File: config.mk
export PLATFORM = sky130hd
export DESIGN_NAME = ufc_top
export DESIGN_NICKNAME = d
export VERILOG_FILES = /design/src/design/ufc_pkg.sv /design/src/design/ufc_top.sv
export SDC_FILE = /design/constraint.sdc
export NUM_CORES = 2
export LEC_CHECK = 0
export BUFFER_PORTS_ARGS = -buffer_cell sky130_fd_sc_hd__clkbuf_2
export CAP_MARGIN = 25
export CORE_MARGIN = 2
export CORE_UTILIZATION = 30
export DETAILED_ROUTE_END_ITERATION = 8
export GPL_TIMING_DRIVEN = 1
export PLACE_DENSITY_LB_ADDON = 0.08
export SETUP_SLACK_MARGIN = 0.5
export SYNTH_ARGS = -nofsm -noshare
export SYNTH_HDL_FRONTEND = slang
export SYNTH_HIERARCHICAL = 1
export SYNTH_SLANG_ARGS = --single-unit
File: constraint.sdc
create_clock -name clock -period 6.15 [get_ports clock]
set_clock_uncertainty 0.2 [all_clocks]
set_input_delay 0.9225 -clock clock [delete_from_list [all_inputs] [get_ports clock]]
set_output_delay 0.9225 -clock clock [all_outputs]
set_load 0.05 [all_outputs]
File: src/design/ufc_pkg.sv
package ufc_pkg;
  // Register byte addresses on the bus; one byte per aligned word.
  localparam logic [5:0] ADR_DATA = 6'h00;
  localparam logic [5:0] ADR_IER = 6'h04;
  localparam logic [5:0] ADR_ISR_FCR = 6'h08;
  localparam logic [5:0] ADR_LCR = 6'h0C;
  localparam logic [5:0] ADR_MCR = 6'h10;
  localparam logic [5:0] ADR_LSR = 6'h14;
  localparam logic [5:0] ADR_EFR = 6'h18;
  localparam logic [5:0] ADR_FEATURE_CONTROL_REGISTER = 6'h1C;
  localparam logic [5:0] ADR_RECEIVE_TRIGGER_REGISTER = 6'h20;
  localparam logic [5:0] ADR_TRANSMIT_TRIGGER_REGISTER = 6'h24;
  // Field positions.
  localparam int FCR_EN = 0;
  localparam int FCR_RXRST = 1;
  localparam int FCR_TXRST = 2;
  localparam int EFR_ENH = 4;
  localparam int MCR_PRESC = 7;
  localparam int IER_RX = 0;
  localparam int IER_TX = 1;
  localparam int IER_LS = 2;
  localparam int IER_MS = 3;
  localparam int IER_XOFF = 5;
  localparam int IER_RTS = 6;
  localparam int IER_CTS = 7;
  // Interrupt source codes in priority order.
  localparam logic [5:0] ISR_LSR = 6'h06;
  localparam logic [5:0] ISR_RECEIVE_READY_PIN = 6'h04;
  localparam logic [5:0] ISR_RXTO = 6'h0C;
  localparam logic [5:0] ISR_TRANSMIT_READY_PIN = 6'h02;
  localparam logic [5:0] ISR_MSR = 6'h00;
  localparam logic [5:0] ISR_SPECIAL = 6'h10;
  localparam logic [5:0] ISR_FLOW = 6'h20;
  localparam logic [5:0] ISR_NONE = 6'h01;
  // FIFO geometry.
  localparam int FIFO_DEPTH = 64;
  localparam logic [6:0] FIFO_FULL = 7'h40;
  // Trigger tables, indexed by the two select bits.
  localparam logic [7:0] TRG_ONE = 8'h01;
  localparam logic [7:0] TRG_A_RX [4] = '{8'h01, 8'h04, 8'h08, 8'h0E};
  localparam logic [7:0] TRG_B_RX [4] = '{8'h08, 8'h10, 8'h18, 8'h1C};
  localparam logic [7:0] TRG_B_TX [4] = '{8'h10, 8'h08, 8'h18, 8'h1E};
  localparam logic [7:0] TRG_C_RX [4] = '{8'h08, 8'h10, 8'h38, 8'h3C};
  localparam logic [7:0] TRG_C_TX [4] = '{8'h08, 8'h10, 8'h20, 8'h38};
  localparam logic [1:0] TBL_A = 2'h0;
  localparam logic [1:0] TBL_B = 2'h1;
  localparam logic [1:0] TBL_C = 2'h2;
  // Serial timing in oversample ticks.
  localparam logic [5:0] BIT_TICKS = 6'h10;
  localparam logic [5:0] STOP_ONE = 6'h10;
  localparam logic [5:0] STOP_HALF = 6'h18;
  localparam logic [5:0] STOP_TWO = 6'h20;
  localparam logic [3:0] SAMPLE_PT = 4'h7;
  localparam logic [2:0] FIRST_LAST_BIT = 3'h4;
  localparam logic [1:0] PRESC_LAST = 2'h3;
  localparam int RX_TO_BITS = 52;
  localparam int OVS = 16;
  localparam logic [9:0] RX_TO_TICKS = 10'(RX_TO_BITS * OVS);
  // Reset values.
  localparam logic [7:0] REG_RST = 8'h00;
  localparam logic [7:0] DLL_RST = 8'h01;
  typedef struct packed {
    logic dlab;
    logic brk;
    logic par_force;
    logic par_even;
    logic par_en;
    logic stop_long;
    logic [1:0] wlen;
  } ufc_lcr_s;
  typedef enum logic [2:0] {S_IDLE, S_START, S_DATA, S_PAR, S_STOP} ufc_ser_e;
endpackage

File: src/design/ufc_top.sv
`timescale 1ns/1ns
`default_nettype none

module ufc_fifo (
  input wire logic clock,
  input wire logic resetn,
  input wire logic flush,
  input wire logic deep,
  input wire logic push,
  input wire logic [7:0] wdata,
  input wire logic pop,
  output logic [7:0] rdata,
  output logic [6:0] count,
  output logic full
);
  logic [7:0] mem_q [ufc_pkg::FIFO_DEPTH];
  logic [5:0] wp_q;
  logic [5:0] rp_q;
  logic [6:0] cnt_q;
  logic do_push;
  logic do_pop;

  // Without FIFO mode the store acts as a single holding register.
  assign full = deep ? (cnt_q == ufc_pkg::FIFO_FULL) : (cnt_q != 7'h00);
  assign do_push = push & ~full;
  assign do_pop = pop & (cnt_q != 7'h00);
  assign rdata = mem_q[rp_q];
  assign count = cnt_q;

  // A flush clears pointers and level only; stored bytes are left as they are.
  always_ff @(posedge clock) begin
    if (!resetn || flush) begin
      wp_q <= 6'h00;
      rp_q <= 6'h00;
      cnt_q <= 7'h00;
    end else begin
      if (do_push) wp_q <= wp_q + 6'h01;
      if (do_pop) rp_q <= rp_q + 6'h01;
      cnt_q <= cnt_q + 7'(do_push) - 7'(do_pop);
    end
  end

  // Storage needs no reset: an entry is read only after it was written.
  always_ff @(posedge clock) begin
    if (do_push) mem_q[wp_q] <= wdata;
  end
endmodule

module ufc_top (
  input wire logic clock,
  input wire logic resetn,
  input wire logic [5:0] wb_adr_i,
  input wire logic [31:0] wb_dat_i,
  input wire logic [3:0] wb_sel_i,
  input wire logic wb_we_i,
  input wire logic wb_cyc_i,
  input wire logic wb_stb_i,
  output logic [31:0] wb_dat_o,
  output logic wb_ack_o,
  input wire logic rxd,
  output logic txd,
  input wire logic modem_status_evt,
  input wire logic special_char_evt,
  input wire logic flow_pin_evt
);
  ufc_pkg::ufc_lcr_s lcr_q;
  logic [7:0] ier_q, mcr_q, efr_q, feature_control_register_q, receive_trigger_register_q, transmit_trigger_register_q, dll_q, dlm_q, dld_q;
  logic fifo_en_q, ack_q, txd_q, tx_rdy_q;
  logic [1:0] rx_sel_q, tx_sel_q;
  logic [31:0] dat_q;

  function automatic logic hit(input logic [5:0] adr, input logic [5:0] reg_adr);
    return adr == reg_adr;
  endfunction

  // Parity for the active word length; unused high bits are masked off here.
  function automatic logic par_bit(input logic [7:0] d, input ufc_pkg::ufc_lcr_s l);
    logic [7:0] m;
    m = d & (8'hFF >> (2'h3 - l.wlen));
    if (l.par_force) return ~l.par_even;
    return (^m) ^ ~l.par_even;
  endfunction

  // Bus decode. A request is taken once, on the edge that raises ack.
  logic acc, wr, rd, dlab;
  logic [7:0] wd;
  logic s_data, s_ier, s_isr, s_lcr, s_mcr, s_lsr, s_efr, s_feature_control_register, s_receive_trigger_register, s_transmit_trigger_register;
  assign acc = wb_cyc_i & wb_stb_i & ~ack_q;
  assign wr = acc & wb_we_i & wb_sel_i[0];
  assign rd = acc & ~wb_we_i;
  assign wd = wb_dat_i[7:0];
  assign dlab = lcr_q.dlab;
  assign s_data = hit(wb_adr_i, ufc_pkg::ADR_DATA);
  assign s_ier = hit(wb_adr_i, ufc_pkg::ADR_IER);
  assign s_isr = hit(wb_adr_i, ufc_pkg::ADR_ISR_FCR);
  assign s_lcr = hit(wb_adr_i, ufc_pkg::ADR_LCR);
  assign s_mcr = hit(wb_adr_i, ufc_pkg::ADR_MCR);
  assign s_lsr = hit(wb_adr_i, ufc_pkg::ADR_LSR);
  assign s_efr = hit(wb_adr_i, ufc_pkg::ADR_EFR);
  assign s_feature_control_register = hit(wb_adr_i, ufc_pkg::ADR_FEATURE_CONTROL_REGISTER);
  assign s_receive_trigger_register = hit(wb_adr_i, ufc_pkg::ADR_RECEIVE_TRIGGER_REGISTER);
  assign s_transmit_trigger_register = hit(wb_adr_i, ufc_pkg::ADR_TRANSMIT_TRIGGER_REGISTER);

  // The divisor access bit steers the first three addresses to the latches.
  logic wr_thr, wr_dll, wr_dlm, wr_dld, wr_ier, wr_fcr, wr_mcr, rd_rhr, rd_isr, rd_lsr;
  assign wr_thr = wr & s_data & ~dlab;
  assign wr_dll = wr & s_data & dlab;
  assign wr_dlm = wr & s_ier & dlab;
  assign wr_ier = wr & s_ier & ~dlab;
  assign wr_dld = wr & s_isr & dlab;
  assign wr_fcr = wr & s_isr & ~dlab;
  assign wr_mcr = wr & s_mcr;
  assign rd_rhr = rd & s_data & ~dlab;
  assign rd_isr = rd & s_isr & ~dlab;
  assign rd_lsr = rd & s_lsr;

  // A control write with the enable bit clear only disables the FIFOs.
  logic fcr_take, rx_flush, tx_flush;
  assign fcr_take = wr_fcr & wd[ufc_pkg::FCR_EN];
  assign rx_flush = fcr_take & wd[ufc_pkg::FCR_RXRST];
  assign tx_flush = fcr_take & wd[ufc_pkg::FCR_TXRST];
  // The DMA mode bit is accepted and dropped; no ready pins exist.

  // Trigger levels; one table selector serves both directions.
  logic [1:0] tbl;
  logic [7:0] rx_trig_t, tx_trig_t, rx_trig, tx_trig;
  assign tbl = feature_control_register_q[7:6];
  assign rx_trig_t = (tbl == ufc_pkg::TBL_A) ? ufc_pkg::TRG_A_RX[rx_sel_q] :
    (tbl == ufc_pkg::TBL_B) ? ufc_pkg::TRG_B_RX[rx_sel_q] :
    (tbl == ufc_pkg::TBL_C) ? ufc_pkg::TRG_C_RX[rx_sel_q] : receive_trigger_register_q;
  assign tx_trig_t = (tbl == ufc_pkg::TBL_A) ? ufc_pkg::TRG_ONE :
    (tbl == ufc_pkg::TBL_B) ? ufc_pkg::TRG_B_TX[tx_sel_q] :
    (tbl == ufc_pkg::TBL_C) ? ufc_pkg::TRG_C_TX[tx_sel_q] : transmit_trigger_register_q;
  assign rx_trig = fifo_en_q ? rx_trig_t : ufc_pkg::TRG_ONE;
  assign tx_trig = fifo_en_q ? tx_trig_t : ufc_pkg::TRG_ONE;

  // Baud tick: optional divide-by-four prescaler, then the 16-bit divisor.
  logic [1:0] pre_q;
  logic [15:0] div_q, divisor;
  logic pre_tick, tick;
  assign pre_tick = ~mcr_q[ufc_pkg::MCR_PRESC] | (pre_q == ufc_pkg::PRESC_LAST);
  assign divisor = {dlm_q, dll_q};
  assign tick = pre_tick & (div_q <= 16'h0001);

  always_ff @(posedge clock) begin
    if (!resetn) begin
      pre_q <= 2'h0;
      div_q <= 16'h0000;
    end else begin
      pre_q <= pre_q + 2'h1;
      if (pre_tick) div_q <= tick ? divisor : div_q - 16'h0001;
    end
  end

  // The two 64-entry stores with their level counters.
  logic [7:0] rx_head, tx_head, rx_sh_q;
  logic [6:0] rx_cnt, tx_cnt;
  logic rx_full, rx_done, tx_load;
  ufc_fifo u_rx_fifo (
    .clock(clock),
    .resetn(resetn),
    .flush(rx_flush),
    .deep(fifo_en_q),
    .push(rx_done),
    .wdata(rx_sh_q),
    .pop(rd_rhr),
    .rdata(rx_head),
    .count(rx_cnt),
    .full(rx_full)
  );
  ufc_fifo u_tx_fifo (
    .clock(clock),
    .resetn(resetn),
    .flush(tx_flush),
    .deep(fifo_en_q),
    .push(wr_thr),
    .wdata(wd),
    .pop(tx_load),
    .rdata(tx_head),
    .count(tx_cnt),
    .full()
  );

  // Transmit framing: start, data, optional parity, stop.
  ufc_pkg::ufc_ser_e tx_st_q, rx_st_q;
  logic [7:0] tx_sh_q;
  logic [2:0] tx_bit_q, last_bit;
  logic [5:0] tx_sub_q, stop_span, tx_span;
  logic tx_end, tx_line;
  assign last_bit = ufc_pkg::FIRST_LAST_BIT + {1'b0, lcr_q.wlen};
  assign stop_span = !lcr_q.stop_long ? ufc_pkg::STOP_ONE :
    (lcr_q.wlen == 2'h0) ? ufc_pkg::STOP_HALF : ufc_pkg::STOP_TWO;
  assign tx_span = (tx_st_q == ufc_pkg::S_STOP) ? stop_span : ufc_pkg::BIT_TICKS;
  assign tx_end = tick & (tx_sub_q == tx_span - 6'h01);
  assign tx_load = (tx_st_q == ufc_pkg::S_IDLE) & (tx_cnt != 7'h00);
  assign tx_line = (tx_st_q == ufc_pkg::S_START) ? 1'b0 :
    (tx_st_q == ufc_pkg::S_DATA) ? tx_sh_q[tx_bit_q] :
    (tx_st_q == ufc_pkg::S_PAR) ? par_bit(tx_sh_q, lcr_q) : 1'b1;

  // The shifter is loaded only from the store, so a flush never touches it.
  always_ff @(posedge clock) begin
    if (!resetn) begin
      tx_st_q <= ufc_pkg::S_IDLE;
      tx_sh_q <= 8'h00;
      tx_bit_q <= 3'h0;
      tx_sub_q <= 6'h00;
    end else if (tx_load) begin
      tx_st_q <= ufc_pkg::S_START;
      tx_sh_q <= tx_head;
      tx_sub_q <= 6'h00;
    end else if (tick && tx_st_q != ufc_pkg::S_IDLE) begin
      tx_sub_q <= tx_end ? 6'h00 : tx_sub_q + 6'h01;
      if (tx_end) begin
        unique case (tx_st_q)
          ufc_pkg::S_START: begin
            tx_st_q <= ufc_pkg::S_DATA;
            tx_bit_q <= 3'h0;
          end
          ufc_pkg::S_DATA: begin
            if (tx_bit_q == last_bit) begin
              tx_st_q <= lcr_q.par_en ? ufc_pkg::S_PAR : ufc_pkg::S_STOP;
            end else begin
              tx_bit_q <= tx_bit_q + 3'h1;
            end
          end
          ufc_pkg::S_PAR: tx_st_q <= ufc_pkg::S_STOP;
          default: tx_st_q <= ufc_pkg::S_IDLE;
        endcase
      end
    end
  end

  // Receive: every state except idle acts at the middle of its bit; idle starts on any low tick.
  logic [2:0] rx_bit_q;
  logic [3:0] rx_sub_q;
  logic rx_pbit_q, rx_mid, rx_perr, rx_brk;
  assign rx_mid = tick & (rx_sub_q == ufc_pkg::SAMPLE_PT);
  assign rx_done = rx_mid & (rx_st_q == ufc_pkg::S_STOP);
  assign rx_perr = lcr_q.par_en & (rx_pbit_q != par_bit(rx_sh_q, lcr_q));
  assign rx_brk = ~rxd & (rx_sh_q == 8'h00) & ~(lcr_q.par_en & rx_pbit_q);

  always_ff @(posedge clock) begin
    if (!resetn) begin
      rx_st_q <= ufc_pkg::S_IDLE;
      rx_sh_q <= 8'h00;
      rx_bit_q <= 3'h0;
      rx_sub_q <= 4'h0;
      rx_pbit_q <= 1'b0;
    end else if (tick) begin
      rx_sub_q <= (rx_st_q == ufc_pkg::S_IDLE) ? 4'h0 : rx_sub_q + 4'h1;
      if (rx_st_q == ufc_pkg::S_IDLE && !rxd) begin
        rx_st_q <= ufc_pkg::S_START;
        rx_sh_q <= 8'h00;
      end else if (rx_mid) begin
        unique case (rx_st_q)
          ufc_pkg::S_START: begin
            rx_st_q <= rxd ? ufc_pkg::S_IDLE : ufc_pkg::S_DATA;
            rx_bit_q <= 3'h0;
          end
          ufc_pkg::S_DATA: begin
            rx_sh_q[rx_bit_q] <= rxd;
            if (rx_bit_q == last_bit) begin
              rx_st_q <= lcr_q.par_en ? ufc_pkg::S_PAR : ufc_pkg::S_STOP;
            end else begin
              rx_bit_q <= rx_bit_q + 3'h1;
            end
          end
          ufc_pkg::S_PAR: begin
            rx_pbit_q <= rxd;
            rx_st_q <= ufc_pkg::S_STOP;
          end
          default: rx_st_q <= ufc_pkg::S_IDLE;
        endcase
      end
    end
  end

  // Sticky line errors {break, framing, parity, overrun}; a new error beats the read clear.
  logic [3:0] err_q;
  logic [9:0] to_q;
  logic to_flag, tx_fall;
  assign to_flag = (to_q == ufc_pkg::RX_TO_TICKS);
  // The ready event fires on the pop that drops the level below the trigger or empties the store.
  assign tx_fall = tx_load & ~wr_thr & (({1'b0, tx_cnt} == tx_trig) | (tx_cnt == 7'h01));

  always_ff @(posedge clock) begin
    if (!resetn) begin
      err_q <= 4'h0;
      to_q <= 10'h000;
      tx_rdy_q <= 1'b0;
    end else begin
      err_q <= (rd_lsr ? 4'h0 : err_q) | (rx_done ? {rx_brk, ~rxd, rx_perr, rx_full} : 4'h0);
      if (rd_rhr || rx_cnt == 7'h00 || rx_st_q != ufc_pkg::S_IDLE) to_q <= 10'h000;
      else if (tick && !to_flag) to_q <= to_q + 10'h001;
      tx_rdy_q <= (tx_rdy_q & ~(rd_isr | wr_thr)) | tx_fall;
    end
  end

  // Interrupt sources in priority order.
  logic ls_int, rxr_int, to_int, tx_int, ms_int, sp_int, fl_int;
  logic [5:0] isr_code;
  logic [7:0] interrupt_source_status, line_status_register, rd_d;
  assign ls_int = ier_q[ufc_pkg::IER_LS] & (err_q != 4'h0);
  assign rxr_int = ier_q[ufc_pkg::IER_RX] & ({1'b0, rx_cnt} >= rx_trig);
  assign to_int = ier_q[ufc_pkg::IER_RX] & to_flag;
  assign tx_int = ier_q[ufc_pkg::IER_TX] & tx_rdy_q;
  assign ms_int = ier_q[ufc_pkg::IER_MS] & modem_status_evt;
  assign sp_int = ier_q[ufc_pkg::IER_XOFF] & special_char_evt;
  assign fl_int = (ier_q[ufc_pkg::IER_RTS] | ier_q[ufc_pkg::IER_CTS]) & flow_pin_evt;
  assign isr_code = ls_int ? ufc_pkg::ISR_LSR : rxr_int ? ufc_pkg::ISR_RECEIVE_READY_PIN :
    to_int ? ufc_pkg::ISR_RXTO : tx_int ? ufc_pkg::ISR_TRANSMIT_READY_PIN :
    ms_int ? ufc_pkg::ISR_MSR : sp_int ? ufc_pkg::ISR_SPECIAL :
    fl_int ? ufc_pkg::ISR_FLOW : ufc_pkg::ISR_NONE;
  assign interrupt_source_status = {fifo_en_q, fifo_en_q, isr_code};
  assign line_status_register = {err_q[3:1] != 3'h0, (tx_cnt == 7'h00) & (tx_st_q == ufc_pkg::S_IDLE),
    tx_cnt == 7'h00, err_q, rx_cnt != 7'h00};

  // Read mux; unmapped addresses read zero.
  assign rd_d = s_data ? (dlab ? dll_q : rx_head) :
    s_ier ? (dlab ? dlm_q : ier_q) :
    s_isr ? (dlab ? dld_q : interrupt_source_status) :
    s_lcr ? lcr_q : s_mcr ? mcr_q : s_lsr ? line_status_register : s_efr ? efr_q :
    s_feature_control_register ? feature_control_register_q : s_receive_trigger_register ? receive_trigger_register_q : s_transmit_trigger_register ? transmit_trigger_register_q : 8'h00;

  // Break forces the line low whatever the framer is doing.
  always_ff @(posedge clock) begin
    if (!resetn) begin
      ack_q <= 1'b0;
      dat_q <= 32'h00000000;
      txd_q <= 1'b1;
    end else begin
      ack_q <= acc;
      dat_q <= rd ? {24'h000000, rd_d} : 32'h00000000;
      txd_q <= ~lcr_q.brk & tx_line;
    end
  end
  assign wb_ack_o = ack_q;
  assign wb_dat_o = dat_q;
  assign txd = txd_q;

  // Register writes.
  always_ff @(posedge clock) begin
    if (!resetn) begin
      lcr_q <= ufc_pkg::REG_RST;
      {ier_q, mcr_q, efr_q, feature_control_register_q} <= {4{ufc_pkg::REG_RST}};
      {receive_trigger_register_q, transmit_trigger_register_q, dlm_q, dld_q} <= {4{ufc_pkg::REG_RST}};
      dll_q <= ufc_pkg::DLL_RST;
      fifo_en_q <= 1'b0;
      rx_sel_q <= 2'h0;
      tx_sel_q <= 2'h0;
    end else begin
      if (wr & s_lcr) lcr_q <= wd;
      if (wr & s_efr) efr_q <= wd;
      if (wr & s_feature_control_register) feature_control_register_q <= wd;
      if (wr & s_receive_trigger_register) receive_trigger_register_q <= wd;
      if (wr & s_transmit_trigger_register) transmit_trigger_register_q <= wd;
      if (wr_ier) ier_q <= wd;
      if (wr_dll) dll_q <= wd;
      if (wr_dlm) dlm_q <= wd;
      if (wr_dld) dld_q <= wd;
      if (wr_mcr) begin
        mcr_q[6:0] <= wd[6:0];
        if (efr_q[ufc_pkg::EFR_ENH]) mcr_q[ufc_pkg::MCR_PRESC] <= wd[ufc_pkg::MCR_PRESC];
      end
      if (wr_fcr) fifo_en_q <= wd[ufc_pkg::FCR_EN];
      if (fcr_take) rx_sel_q <= wd[7:6];
      if (fcr_take && efr_q[ufc_pkg::EFR_ENH]) tx_sel_q <= wd[5:4];
    end
  end
endmodule

`default_nettype wire

# [Word level (Yosys, flattened, before mapping)]
# Memory sizes are Yosys's and may differ from the RTL's. A register that Yosys moved wholly into a read port is not among the register bits.
# Index checks and enable logic that the tools add are counted.
[word_totals] register_bits=221 ram_bits=1024 inputBits=51 out_inout_bits=34 elab_cells=322 memories=2
[classes] add_sub_neg=18 n_lt_le_gt_ge=7 eq_ne=35 shift=1 mux=89 n_bitwise=80 reduce_logical=46
[memory_table] memory="u_rx_fifo.mem_q" depth=64 width=8 rd=1 rd_clocked_by_memory_dff=1 wr=1 line="ufc_top.sv:16" source="logic [7:0] mem_q [ufc_pkg::FIFO_DEPTH];"
[memory_table] memory="u_tx_fifo.mem_q" depth=64 width=8 rd=1 rd_clocked_by_memory_dff=1 wr=1 line="ufc_top.sv:16"
[op_table] cell="two-way mux 8 bit" count=34
[op_table] cell="binary-select mux 8 bit (select 2 bit)" count=5
[op_table] cell="two-way mux 6 bit" count=13
[op_table] cell="AND 1 bit" count=53
[op_table] cell="adder 6 x 1 -> 6 bit, second input constant" count=5
[op_table] cell="== test 6 x 5 -> 1 bit, second input constant" count=4
[op_table] cell="two-way mux 3 bit" count=7
[op_table] cell="two-way mux 1 bit" count=18
[op_table] cell="case mux 3 bit (3 select lines)" count=2
[op_table] cell="AND 8 bit" count=2
[op_table] cell="less-or-equal comparator 16 x 1 -> 1 bit, second input constant" count=1
[op_table] cell="two-way mux 16 bit" count=1
[op_table] cell="XOR reduction 8 bit" count=2
[op_table] cell="subtractor 16 x 1 -> 16 bit, second input constant" count=1
[op_table] cell="inverter 1 bit" count=15
[op_table] cell="adder 7 x 1 -> 7 bit" count=2
[op_table] cell="== test 7 bit, second input constant" count=2
[op_table] cell="logical NOT 7 bit" count=2
[op_table] cell="nonzero test 7 bit" count=2
[op_table] cell="subtractor 7 x 1 -> 7 bit" count=2
[op_table] cell="== test 3 x 2 -> 1 bit, second input constant" count=4
[op_table] cell="== test 6 x 4 -> 1 bit, second input constant" count=2
[op_table] cell="== test 6 bit, second input constant" count=2
[op_table] cell="two-way mux 4 bit" count=3
[op_table] cell="52 further kinds" count=92

# [Logic depth before layout (Yosys ltp)]
[depth] ltp_word=16 depth_mapped=20 depth_no_buf=18

# [Cells and area by module]
# The synthesis kept the hierarchy.
[by_module_without_submodules] module="ufc_fifo (u_rx_fifo)" n_inst=1 cells_each=1040 area_each_um2=21101.5 seq_area_each_um2=15875.2
[by_module_without_submodules] module="ufc_fifo (u_tx_fifo)" n_inst=1 cells_each=1027 area_each_um2=20938.8 seq_area_each_um2=15875.2
[by_module_without_submodules] module="ufc_top" n_inst=1 cells_each=1125 area_each_um2=9386.5 seq_area_each_um2=3343.2

# [Worst setup path after synthesis]
# OpenSTA, ideal clock, no wires.
[synth_timing] path_type="flip-flop to flip-flop" startpoint="register div_q[4]" endpoint="register u_rx_fifo.cnt_q[6], in the netlist u_rx_fifo/count[6]" setup_time_ns=0.132 t_arrival_ns=4.053 required_time_ns=5.818 path_slack_ns=1.765 path_stages_with_launch=21 cell_sequence="dfxtp_1 > or4_4 > or4_1 > buf_2 > or2_1 > buf_6 > nor2_1 > and2_1 > buf_2 > inv_2 > ha_1 > inv_1 > ha_1 > inv_1 > fa_1 > nand2b_1 > a21oi_1 > o21ai_0 > a21oi_1 > or3_1 > a21oi_1"
[synth_via] elab_chain_cells=7
[synth_lines] element="start: declaration" line="ufc_top.sv:139" source="logic [15:0] div_q, divisor;"
[synth_lines] element="start signal: assignment" line="ufc_top.sv:151" source="if (pre_tick) div_q <= tick ? divisor : div_q - 16'h0001;"
[synth_lines] element="less-or-equal comparator 16 x 1 -> 1 bit" line="ufc_top.sv:143" source="assign tick = pre_tick & (div_q <= 16'h0001);"
[synth_lines] element="AND 1 bit" line="ufc_top.sv:143"
[synth_lines] element="AND 1 bit" line="ufc_top.sv:237" source="assign rx_mid = tick & (rx_sub_q == ufc_pkg::SAMPLE_PT);"
[synth_lines] element="AND 1 bit" line="ufc_top.sv:238" source="assign rx_done = rx_mid & (rx_st_q == ufc_pkg::S_STOP);"
[synth_lines] element="net rx_done" line="ufc_top.sv:158" source="logic rx_full, rx_done, tx_load;"
[synth_lines] element="AND 1 bit" line="ufc_top.sv:25" source="assign do_push = push & ~full;"
[synth_lines] element="adder 7 x 1 -> 7 bit" line="ufc_top.sv:39" source="cnt_q <= cnt_q + 7'(do_push) - 7'(do_pop);"
[synth_lines] element="subtractor 7 x 1 -> 7 bit" line="ufc_top.sv:39"
[synth_lines] element="end signal: assignment" line="ufc_top.sv:39"
[synth_lines] element="end: declaration" line="ufc_top.sv:19" source="logic [6:0] cnt_q;"
# The timed path passes the listed nets, and every way through them passes these cells.
# A chain may end at the register's enable or synchronous reset.

# [Final worst setup path]
# Ends and elaborated chain as after synthesis.

==> metrics.md <==
| Metric | Value |
|---|---|
| Non-filler instance count after layout | `5,650` |
| Cell Area, Synth | `51,400 um^2` |
| Final period util | `0.795` |
| RSZ-0062 raised after global routing | `false` |
| Place WS | `0.599 ns` |
| Max-cap viol count | `0` |
| Post-cts resize count | `0` |
| DRT Pass-1 Iters | `5` |
| # hold bufs at CTS | `0` |
| Largest net degree at the start of global routing | `76` |
| Peak VDD IR | `0.000299 V` |
| Critical Path RT | `6.57 ns` |
| Syn. warnings | `6` |
| Slew HR | `0.317` |
| DRC violations left | `0` |
| Hold Fails Final Rpt | `0` |
| Hold Path Class | `flip-flop to flip-flop` |
| Post-layout net count | `3,405` |
| First DRT Iteration DRCs | `2,070` |
| # placed instances | `5,375` |
| Static leakage | `18.4 nW` |
| Die ar. | `175,000 um^2` |
| Hpwl dp | `86,900 um` |
| Clock period minus worst slack | `4.89 ns` |
| Core box area | `170,000 um^2` |
| CTS tree | `done` |
| Fin util | `0.349` |
| Initial Utilization | `0.303` |
| Clock tree buffer depth | `3` |
| CTS Sinks | `1,241` |
| Placer Congestion | `0.804` |
| Root Buffer Master | `clkbuf_16` |
| Core Rows | `151` |
| First-pass GRT wire length | `201,000 um` |
| Worst path slowest cell | `or4_1` |
| H-tree depth | `4` |
| I/O pin total | `85` |
| Setup repair bufs after CTS | `0` |
| Die X | `418 um` |
| Mean Syn Cell Area | `16.1 um^2` |
| Worst setup margin | `1.26 ns` |
| Cell count after synthesis | `3,191` |
| Critical path peak fanout | `8` |
| Layout cells sized above 1 | `0.201` |
| Detailed Route WL | `138,000 um` |
| Final Max Tran Viols | `0` |
| Clk Latency, worst-skew pair | `0.79 ns` |
| Final antenna-violating net count | `0` |
| Vias/cell | `5.02` |
| Antenna violations before repair | `1` |
| Wire per inst | `24.5 um` |
| CP most frequent cell | `a21oi_1` |
| TNS Setup | `0 ns` |
| Area Overhead vs Synth | `15.3%` |
| IO Port Bufs | `33` |
| Reg clk slew, reported paths | `0.06 ns` |
| FMAX | `0.204 GHz` |
| Setup crit start kind | `flip-flop` |
| Total congestion overflow | `0` |
| Vias in the first global route | `29,046` |
| Critical path class | `flip-flop to flip-flop` |
| Slew @ Worst Pin | `1.02 ns` |
| P per Cell Area | `349 nW/um^2` |
| All-Layer GR Usage | `0.157` |
| TritonCTS Buffers | `147` |
| Critical Path, Cell by Cell | `or4_4, or4_1, or2_1, nor2_1, buf_4, and2_1, inv_2, ha_1, inv_1, ha_1, inv_1, fa_1, nand2b_1, a21oi_1, o21ai_0, a21oi_1, or3_1, a21oi_1` |
| Setup Viol. Count Final | `0` |
| CP max stage delay | `0.63 ns` |
| WHS | `0.222 ns` |
| Outcome | `complete, no violations` |
| Via count | `28,357` |
| CP Capture Type | `flip-flop` |
| CP arrival | `5.31 ns` |
| Die Ht | `418 um` |
-- report_power, final --
| group | total, mW | switching [mW] | internal [mW] |
|---|---|---|---|
| combinational | 2.42 | 1.35 | 1.07 |
| clock | 8.86 | 3.57 | 5.29 |
| sequential | 9.40 | 0.242 | 9.15 |
| total | 20.7 | 5.16 | 15.5 |
-- stage by stage --
step / total power [mW] / area [um^2]
global placement: 12.0 / 54300
finish: 20.7 / 59300
global route: 21.5 / 59300
CTS: 21.0 / 59300
detailed placement: 12.0 / 54300
floorplan: 11.3 / 51500
-- area by class of cell --
cell class	count	area [um^2]
timing repair buffer	149	1150
tap	2218	2780
sequential	1241	35100
clock inverter	83	995
inverter	60	226
fill	16056	111000
clock buffer	188	3950
antenna	2	5.00
multi-input combinational	1709	15100
-- worst max-delay path: cells and delay by family, from the launching register on --
| kind | cells | cell delay (ns) |
|---|---|---|
| AOI/OAI and AO/OA | 4 | 0.58 |
| adders and majority gates | 3 | 0.84 |
| buffers and inverters | 4 | 0.41 |
| DFF | 1 | 0.37 |
| and+or+nand+nor | 7 | 2.30 |
-- path summary, 6_finish.rpt --
path | slack [ns] | end | depth (start not counted) | from
max | 1.26 | u_rx_fifo/count[6] | 18 | div_q[4]
min | 0.22 | pre_q[0] | 1 | pre_q[0]
max reg2reg | 1.26 | u_rx_fifo/count[6] | 18 | div_q[4]
min reg2reg | 0.22 | pre_q[0] | 1 | pre_q[0]
-- placed cells by master (no fill, tap or decap), types with 30 or more instances in the layout --
master	count
a211oi_1	37
a21oi_1	90
buf_4	109
clkbuf_1	32
clkbuf_16	149
dfxtp_1	203
edfxtp_1	1024
ha_1	44
inv_1	58
mux2i_1	162
mux4_2	253
nand2_1	138
nand3_1	41
nor2_1	325
nor2b_1	30
o21ai_0	92
o221ai_1	31
-- state kept, by name (all words and copies together) (netlist names), 6 cells and up, named ones only --
signal and count:
u_rx_fifo/mem_q 512, wb_dat_o 8, lcr_q 7, to_q 10, dld_q 8, tx_sub_q 6, transmit_trigger_register_q 8, u_rx_fifo/count 7
rx_sh_q 8, div_q 16, u_tx_fifo/mem_q 512, dlm_q 8, u_tx_fifo/wp_q 6, mcr_q 8, dll_q 8, feature_control_register_q 8
u_rx_fifo/wp_q 6, ier_q 8, u_tx_fifo/rp_q 6, receive_trigger_register_q 8, u_rx_fifo/rp_q 6, u_tx_fifo/count 7, efr_q 8, tx_sh_q 8
-- routing by layer --
metal	routed length [um]	part of all wire	GRT usage	vias to the layer above
met5	13	0.000094	0	-
met1	62800	0.45	0.213	14862
met3	5150	0.037	0.0261	209
met4	3650	0.026	0.0499	2
li1	-	-	-	12725
met2	66600	0.48	0.258	559
No activity file was read; power rests on OpenSTA's default activity.
